File: src/sbie_map.svh
`ifndef SBIE_MAP_SVH
`define SBIE_MAP_SVH
// **************************************************************
// widths, field positions and reset values
// **************************************************************
`define SBIE_DATA_W     8
`define SBIE_PC_W       13
`define SBIE_LIT_W      11
`define SBIE_FADDR_W    7
`define SBIE_LATCH_HI   4
`define SBIE_LATCH_LO   3
`define SBIE_BYTE_HI    7
`define SBIE_DEST_WORK  1'b0
`define SBIE_DEST_FILE  1'b1
`define SBIE_W_RST      8'h00
`define SBIE_PC_RST     13'h0000
`define SBIE_ONE        8'h01
`define SBIE_PC_STEP    13'h0001
`endif

File: src/sbie_pkg.sv
`default_nettype none
// **************************************************************
// shared types
// **************************************************************
package sbie_pkg;
  // operation selector handed over by the fetch stage
  typedef enum logic [2:0] {
    SBIE_NO_OPERATION            = 3'h0,
    SBIE_DECREMENT_SKIP_IF_ZERO  = 3'h1,
    SBIE_INCREMENT_SKIP_IF_ZERO  = 3'h2,
    SBIE_JUMP_UNCONDITIONAL      = 3'h3,
    SBIE_OR_LITERAL_INTO_WORKING = 3'h4,
    SBIE_INCREMENT_FILE          = 3'h5,
    SBIE_OR_WORKING_WITH_FILE    = 3'h6
  } sbie_op_t;

  // one decoded instruction word
  typedef struct packed {
    sbie_op_t    op;    // operation
    logic        dest;  // 0 working register, 1 file register
    logic [6:0]  faddr; // file register address, 0..127
    logic [10:0] lit;   // literal, 8 bits used by or-literal
  } sbie_instr_t;

  // registered write toward the register file
  typedef struct packed {
    logic       we;
    logic [6:0] addr;
    logic [7:0] data;
  } sbie_fwrite_t;
endpackage
`default_nettype wire

File: src/sbie_exec.sv
`timescale 1ns/1ps
`default_nettype none
`include "sbie_map.svh"
module sbie_exec
(
  input  wire logic                         core_clk,
  input  wire logic                         nrst,
  input  wire logic                         instr_valid,
  input  wire sbie_pkg::sbie_instr_t        instr,
  input  wire logic [`SBIE_DATA_W-1:0]      latch_bits,
  input  wire logic [`SBIE_DATA_W-1:0]      file_rdata,
  output logic [`SBIE_FADDR_W-1:0]          file_raddr,
  output sbie_pkg::sbie_fwrite_t            file_wr,
  output logic [`SBIE_DATA_W-1:0]           work_q,
  output logic                              zero_q,
  output logic [`SBIE_PC_W-1:0]             pc_q,
  output logic                              slot_nop_q
);

  // **************************************************************
  // helpers
  // **************************************************************

  // zero detect over one byte, used by every flag update
  function automatic logic is_zero(input logic [`SBIE_DATA_W-1:0] v);
    is_zero = (v == `SBIE_W_RST);
  endfunction

  // **************************************************************
  // decode and datapath
  // **************************************************************
  logic                       discard_q;  // next accepted slot is a nop
  sbie_pkg::sbie_op_t         op;         // effective operation
  logic [`SBIE_DATA_W-1:0]    result;     // alu result
  logic                       zero_res;   // result is all zeros
  logic                       skip_op;    // op is a skip-on-zero
  logic                       flag_op;    // op updates the zero flag
  logic                       to_work;    // result lands in working reg

  // read address follows the presented word directly
  assign file_raddr = instr.faddr;

  // a discarded slot runs as a no-operation whatever was fetched
  always_comb
  begin
    if (instr_valid && !discard_q)
      op = instr.op;
    else
      op = sbie_pkg::SBIE_NO_OPERATION;
  end

  // result selection per operation
  always_comb
  begin
    result  = work_q;
    flag_op = 1'b0;
    skip_op = 1'b0;
    to_work = 1'b0;
    unique case (op)
      sbie_pkg::SBIE_DECREMENT_SKIP_IF_ZERO:
      begin
        result  = file_rdata - `SBIE_ONE;
        skip_op = 1'b1;
        to_work = (instr.dest == `SBIE_DEST_WORK);
      end
      sbie_pkg::SBIE_INCREMENT_SKIP_IF_ZERO:
      begin
        result  = file_rdata + `SBIE_ONE;
        skip_op = 1'b1;
        to_work = (instr.dest == `SBIE_DEST_WORK);
      end
      sbie_pkg::SBIE_OR_LITERAL_INTO_WORKING:
      begin
        result  = work_q | instr.lit[`SBIE_BYTE_HI:0];
        flag_op = 1'b1;
        to_work = 1'b1;
      end
      sbie_pkg::SBIE_INCREMENT_FILE:
      begin
        result  = file_rdata + `SBIE_ONE;
        flag_op = 1'b1;
        to_work = (instr.dest == `SBIE_DEST_WORK);
      end
      sbie_pkg::SBIE_OR_WORKING_WITH_FILE:
      begin
        result  = work_q | file_rdata;
        flag_op = 1'b1;
        to_work = (instr.dest == `SBIE_DEST_WORK);
      end
      // jump and no-operation leave the datapath idle
      sbie_pkg::SBIE_JUMP_UNCONDITIONAL,
      sbie_pkg::SBIE_NO_OPERATION:
      begin
        result = work_q;
      end
      // code 7 is illegal and is run as a no-operation
      default:
      begin
        result = work_q;
      end
    endcase
  end

  assign zero_res = is_zero(result);

  // **************************************************************
  // working register
  // **************************************************************

  // only working-destination results land here
  always_ff @(posedge core_clk or negedge nrst)
  begin
    if (!nrst)
      work_q <= `SBIE_W_RST;
    else if (to_work)
      work_q <= result;
  end

  // **************************************************************
  // zero flag
  // **************************************************************

  // skip ops are left out on purpose, flag holds across them
  always_ff @(posedge core_clk or negedge nrst)
  begin
    if (!nrst)
      zero_q <= 1'b0;
    else if (flag_op && !skip_op)
      zero_q <= zero_res;
  end

  // **************************************************************
  // file register write port
  // **************************************************************

  // registered write, one cycle after the instruction slot
  always_ff @(posedge core_clk or negedge nrst)
  begin
    if (!nrst)
    begin
      file_wr.we   <= 1'b0;
      file_wr.addr <= '0;
      file_wr.data <= `SBIE_W_RST;
    end
    else
    begin
      file_wr.we   <= (skip_op || flag_op) && !to_work;
      file_wr.addr <= instr.faddr;
      file_wr.data <= result;
    end
  end

  // **************************************************************
  // skip and flush
  // **************************************************************

  // a zero skip result or a jump kills the already fetched word;
  // the killed slot is the second instruction cycle
  always_ff @(posedge core_clk or negedge nrst)
  begin
    if (!nrst)
      discard_q <= 1'b0;
    else if (skip_op)
      discard_q <= zero_res;
    else if (op == sbie_pkg::SBIE_JUMP_UNCONDITIONAL)
      discard_q <= 1'b1;
    else if (instr_valid)
      discard_q <= 1'b0;
  end

  // pulse marking a discarded slot spent as a no-operation; a fetched no-operation or code 7 gives none
  always_ff @(posedge core_clk or negedge nrst)
  begin
    if (!nrst)
      slot_nop_q <= 1'b0;
    else
      slot_nop_q <= instr_valid && discard_q;
  end

  // **************************************************************
  // program counter
  // **************************************************************

  // steps once per accepted slot; jump forms a 13-bit target
  always_ff @(posedge core_clk or negedge nrst)
  begin
    if (!nrst)
      pc_q <= `SBIE_PC_RST;
    else if (op == sbie_pkg::SBIE_JUMP_UNCONDITIONAL)
      pc_q <= {latch_bits[`SBIE_LATCH_HI:`SBIE_LATCH_LO], instr.lit};
    else if (instr_valid)
      pc_q <= pc_q + `SBIE_PC_STEP;
  end

  // **************************************************************
  // checks
  // **************************************************************
  logic live; // a real instruction executes this slot
  assign live = instr_valid && !discard_q;
endmodule
`default_nettype wire

File: config.mk
export PLATFORM = sky130hd
export DESIGN_NAME = sbie_exec
export DESIGN_NICKNAME = d
export VERILOG_FILES = /design/src/sbie_pkg.sv /design/src/sbie_exec.sv
export VERILOG_INCLUDE_DIRS = /design/src
export SDC_FILE = /design/constraint.sdc
export NUM_CORES = 1
export LEC_CHECK = 0
export ABC_AREA = 1
export BUFFER_PORTS_ARGS = -buffer_cell sky130_fd_sc_hd__buf_2
export CAP_MARGIN = 15
export CORE_ASPECT_RATIO = 0.9
export CORE_UTILIZATION = 41
export CTS_BUF_LIST = sky130_fd_sc_hd__clkbuf_16
export CTS_CLUSTER_SIZE = 40
export DETAILED_ROUTE_END_ITERATION = 10
export PLACE_DENSITY = 0.7
export RECOVER_POWER = 25
export SETUP_SLACK_MARGIN = 0.1
export SKIP_LAST_GASP = 1
export SYNTH_ARGS = -nofsm -noshare
export SYNTH_HDL_FRONTEND = slang
export SYNTH_SLANG_ARGS = --single-unit
File: constraint.sdc
create_clock -name core_clk -period 2.5 [get_ports core_clk]
set_input_delay 0.125 -clock core_clk [delete_from_list [all_inputs] [get_ports core_clk]]
set_output_delay 0.125 -clock core_clk [all_outputs]
set_load 0.005 [all_outputs]
# Word-level counts from Yosys, hierarchy flattened
# Cells that the tools add are included.
# totals
register_bits	40
latch_bits	0
mem_bits_rw	0
mem_bits_ro	0
in_bits	41
word_cells	45
memories	0
# op_classes
add_sub_neg	3
mul	0
div_mod_pow	0
n_lt_le_gt_ge	0
n_eq_ne	6
shift	0
n_mux	10
n_bitwise	3
n_reduce_logical	15
# ops
operator	n
8-bit case mux with 4 select lines	1
13-bit 2-to-1 mux	2
8-bit OR	2
13-bit by 1-bit adder with 13-bit output, second input constant	1
3-bit == test, second input constant	3
8-bit by 1-bit adder with 8-bit output, second input constant	1
8-bit zero test	1
8-bit by 1-bit subtractor with 8-bit output, second input constant	1
3-bit by 2-bit == test with 1-bit output, second input constant	2
1-bit 2-to-1 mux	5
1-bit logical AND	4
2-bit OR reduction	2
4-bit OR reduction	1
3-bit by 1-bit == test with 1-bit output, second input constant	1
1-bit zero test	3
3-bit 2-to-1 mux	1
3-bit nonzero test	1
3-bit OR reduction	1
1-bit case mux with 2 select lines	1
2-bit nonzero test	1
1-bit logical OR	1
1-bit inverter	1

# Longest topological paths before layout
# depth
ltp_word	8
ltp_mapped	20
mapped_depth_nobuf	20

# Worst setup path before layout
# No wires, ideal clock.
# synth_timing
path_type	flip-flop to flip-flop
startpoint	reg discard_q
endpoint	reg zero_q
setup_time_ns	0.067
arrival_ns	2.436
required_ns	2.433
slack_ns	-0.003
path_stages_with_launch	18
n_path_buf	0
period_less_slack_ns	2.503
cell_sequence	dfrtp_1 nor2_2 nand2_1 inv_1 ha_1 nand4_1 nand2_1 inv_1 ha_1 inv_1 nand2_1 a21oi_1 nor2_1 a21oi_2 nand2_1 nor2_1 nand4_1 nand2_1
# synth_between
elab_chain_len	8
word_cells_on_any_way	17
cone_classes	5 x eq/ne; 4 x mux; 8 x reduce/logical
# synth_lines
element	line_no	text
from (decl)	sbie_exec.sv:32	logic discard_q;
from (signal assigned)	sbie_exec.sv:164	discard_q <= zero_res;
1-bit zero test (*)	n/a	
1-bit logical AND (*)	n/a	
3-bit 2-to-1 mux (*)	sbie_exec.sv:46	if (instr_valid && !discard_q)
parallel branches: the longest is 5 deep, another holds 8-bit case mux with 4 select lines	n/a	
to (signal assigned)	sbie_exec.sv:129	zero_q <= zero_res;
to (decl)	sbie_exec.sv:15	output logic zero_q,
# Mark *: on every way between the ends.
# A chain may end at the register's enable or synchronous reset.

# Worst setup path after layout
# layout_timing
startpoint	reg discard_q
endpoint	reg discard_q
# layout_between
elab_chain_len	8
word_cells_on_any_way	17
cone_classes	6 x eq/ne; 5 x mux; 6 x reduce/logical
# layout_lines
element	line_no	text
1-bit zero test (*)	n/a	
1-bit logical AND (*)	n/a	
3-bit 2-to-1 mux (*)	sbie_exec.sv:46	
3-bit == test / 3-bit by 2-bit == test with 1-bit output (equally long branches)	sbie_exec.sv:59	unique case (op)
2-bit OR reduction (no source line)	n/a	
8-bit case mux with 4 select lines (*)	sbie_exec.sv:59	
named net result[5]	sbie_exec.sv:34	logic [`SBIE_DATA_W-1:0] result;
8-bit zero test (no source line) (*)	n/a	
1-bit 2-to-1 mux (*)	sbie_exec.sv:163	else if (skip_op)
# The timed path passes the listed nets; every way through them passes the cells marked *.

==> summary.txt <==
Outcome
  • Outcome: finished, violations left
  • Failing checks: DRC, capacitance limit, slew limit

Global routing
  • Vias in the first global route: 2,335
  • Largest net degree at the start of global routing: 41
  • Initial antenna violation count: 0
  • Remaining Overflow, GRT: 0
  • First-pass GRT wire length: 10,900 um
  • Global Route Usage Sum: 22.1%

Synth
  • Sequential share of the synthesized area: 40.3%
  • FF+latch count, synth: 40
  • Top cells by area, synth: dfrtp_1 40%, nand2_1 15%, inv_1 6.1%, ha_1 5.5%, nand3_1 4.6%
  • Syn Area/Cell: 7.54 um^2
  • Mapped Cells: 329
  • Warnings from Yosys: 0
  • Number of library cell types mapped by synthesis: 31
  • Synth Net Count: 382
  • Synth area leader: dfrtp_1
  • Cell Area, Synth: 0.00248 mm^2
  • Synth top area share: 40.3%

Clocking
  • Root Driver: clkbuf_16
  • H-tree depth: 2
  • Worst-path clk slew: 0.06 ns
  • TritonCTS clock tree: built
  • CTS buffer count: 5
  • Clk sinks: 40
  • Clk_lat worst skew: 0.28 ns
  • Clock Path Buffers: 2

Power and ir drop
  • PwrDens: 780 mW/mm^2
  • Leak: 1.85 nW
  • Worst VDD drop: 0.470 mV

Finish
  • Antenna diodes: 0
  • Share of post-route cells with drive strength above 1: 36.3%
  • Area Overhead vs Synth: 41.1%
  • Layout Nets: 490
  • Filler cell count: 525

Critical path
  • Crit path to: discard_q
  • CP peak stage delay: 0.41 ns
  • Reg2reg path depth: 18
  • Arrival time worst endpoint: 2.71 ns
  • CP startpoint: discard_q
  • Cell Chain, Critical Path: nor2_4 -> nand2_2 -> inv_2 -> ha_4 -> nand4_1 -> nand2_2 -> inv_6 -> ha_4 -> nand2_1 -> inv_2 -> nand3_2 -> nand2_1 -> nand2_1 -> nand3_1 -> nand2_1 -> nor2_2 -> nand4_1 -> nand2_1
  • CP max FO: 6
  • Crit path max-delay family: simple AND/OR/NAND/NOR gates
  • Critical Path Stages: 18
  • CP endpoint kind: flop
  • Startpoint Class: flop
  • Setup Crit Path Kind: flop to flop
  • Reg2reg start: discard_q
  • FF-to-FF End: discard_q
  • Req. time, crit path: 2.72 ns
  • Slowest stage cell, crit path: dfrtp_1
  • Crit path buf inv count: 3
  • CP dominant cell by count: nand2_1
  • Reg-to-reg slack, setup: 0.01 ns

Job
  • Total of max-cap violations: 1

STA
  • Worst slew pin tran: 2.11 ns
  • Worst Hold Slack: 0.0654 ns
  • Fmax: 0.402 GHz
  • Post-route clock period utilization: 99.5%
  • Unrepaired setup endpoints after global routing: yes
  • Minimum clock period: 2.49 ns
  • Fin Setup TNS: 0 ns
  • Max Clock Skew: 0.00332 ns
  • Final setup viols: 0
  • Slew HR: -40.9%
  • Final count of pins violating max slew: 41
  • Final hold viol count: 0

Floorplan
  • I/O pin count: 87
  • Die Ht: 75.8 um
  • Starting Density: 43.1%
  • Core area: 0.00576 mm^2
  • Die X: 84 um
  • DIE AREA: 0.00637 mm^2
  • Core Rows: 26

Detailed routing
  • Post-route ant nets: 0
  • Routed WL: 6670 um
  • Via count: 2,530
  • DR pass1 iterations: 7
  • DR iter-0 viols: 120
  • Vias per Instance: 4.98
  • DRC viols: 12
  • Drt wl/cell: 13.1 um

Place
  • Buffers on Ports: 80
  • RePlAce Congestion: 0.850
  • DPL Wire Length: 4810 um

Hold path
  • HP Class: input pin to flop
## routing by layer
| layer | track usage [%] | share of wire, % |
|---|---|---|
| met1 | 28.6 | 45 |
| met2 | 36.7 | 46 |
| met3 | 4.23 | 5.7 |
| met4 | 10.7 | 2.7 |
| met5 | 0 | 0 |
## how the worst min path moves through the flow
stage | end | cells past startpoint | start
2_1_floorplan | discard_q | 0 | nrst
3_3_place_gp | file_wr[8] | 1 | instr[11]
3_5_place_dp | file_wr[10] | 1 | instr[13]
4_1_cts | zero_q | 1 | nrst
5_1_grt | pc_q[8] | 3 | instr[8]
6_report | pc_q[8] | 3 | instr[8]
## sequential cells by signal, indices dropped and copies added, names as in the netlist
name	count
discard_q	1
file_wr	16
pc_q	13
slot_nop_q	1
work_q	8
zero_q	1
## per-stage QoR
stage          util (%)  power (mW)  instance area (um^2)  setup slack, ns  std cells
3_3_place_gp       53.3        1.88                  3070          0.00989        486
2_1_floorplan         -        1.49                  2520            0.101        329
6_report           60.8        2.73                  3500           0.0127        508
5_1_grt            60.8        2.92                  3500           -0.168        508
4_1_cts            60.5        2.72                  3480           0.0468        508
3_5_place_dp       53.3        1.90                  3070          -0.0618        486
## what timing repair did
item	in CTS	in global routing
endpoints found under the hold margin	7	0
resized for setup	27	5
endpoints found under the setup margin	9	13
buffers inserted	7	0
pin swaps	20	3
hold buffers	7	0
## placed cells by master (no fill, tap or decap), types with 4 or more instances in the layout
master / count
nand2_4: 4
buf_2: 76
inv_2: 8
o21ai_0: 8
ha_4: 7
xor2_1: 9
clkbuf_16: 5
nand3_2: 5
dlygate4sd3_1: 7
nand2_2: 7
nor2_2: 5
ha_1: 4
nor2_4: 4
nor2_1: 23
nand4_1: 10
dfrtp_1: 40
inv_1: 35
buf_4: 25
a21oi_1: 12
nand2_1: 92
nand3_1: 20
## cell families after synthesis
kind of cell	Yosys count	share of synthesized area [%]
mux	1	0.454
fa+ha+maj	12	6.35
compound gates	34	7.97
xor+xnor	10	3.53
simple gates	177	31.7
flops	40	40.3
buf+inv	55	9.63
## area by class of cell
cell class / count / area, um^2 / area share [%]
inverter: 44 / 170 / 4.86
tap: 70 / 87.6 / 2.50
clock inverter: 3 / 42.5 / 1.21
clock buffer: 5 / 125 / 3.57
timing repair buffer: 112 / 654 / 18.7
multi-input combinational: 234 / 1420 / 40.6
sequential: 40 / 1000 / 28.6
## power by group
part	switching [mW]	internal, mW	leakage, nW
Clock	0.257	0.469	0.0798
Sequential	0.154	0.835	0.480
Combinational	0.533	0.485	1.29
Total	0.944	1.79	1.85
## worst register-to-register path, delay by kind of cell, from the launching register on
kind / cells / cell delay [ns]
and+or+nand+nor: 13 / 1.34
adders and majority gates: 2 / 0.45
DFF: 1 / 0.41
buffers and inverters: 3 / 0.24
## Yosys cell counts, drive strengths merged
| library cell | count |
|---|---|
| xor2 | 9 |
| nand3b | 3 |
| fa | 1 |
| o21ai | 13 |
| nand4 | 10 |
| mux2 | 1 |
| nor3 | 3 |
| nand3 | 26 |
| o22ai | 1 |
| nor2 | 32 |
| inv | 44 |
| buf | 10 |
| o221ai | 1 |
| xnor2 | 1 |
| clkbuf | 1 |
| nand2 | 103 |
| a21oi | 16 |
| ha | 11 |
| o211ai | 3 |
| dfrtp | 40 |
Power figures use the tool's default switching activity.
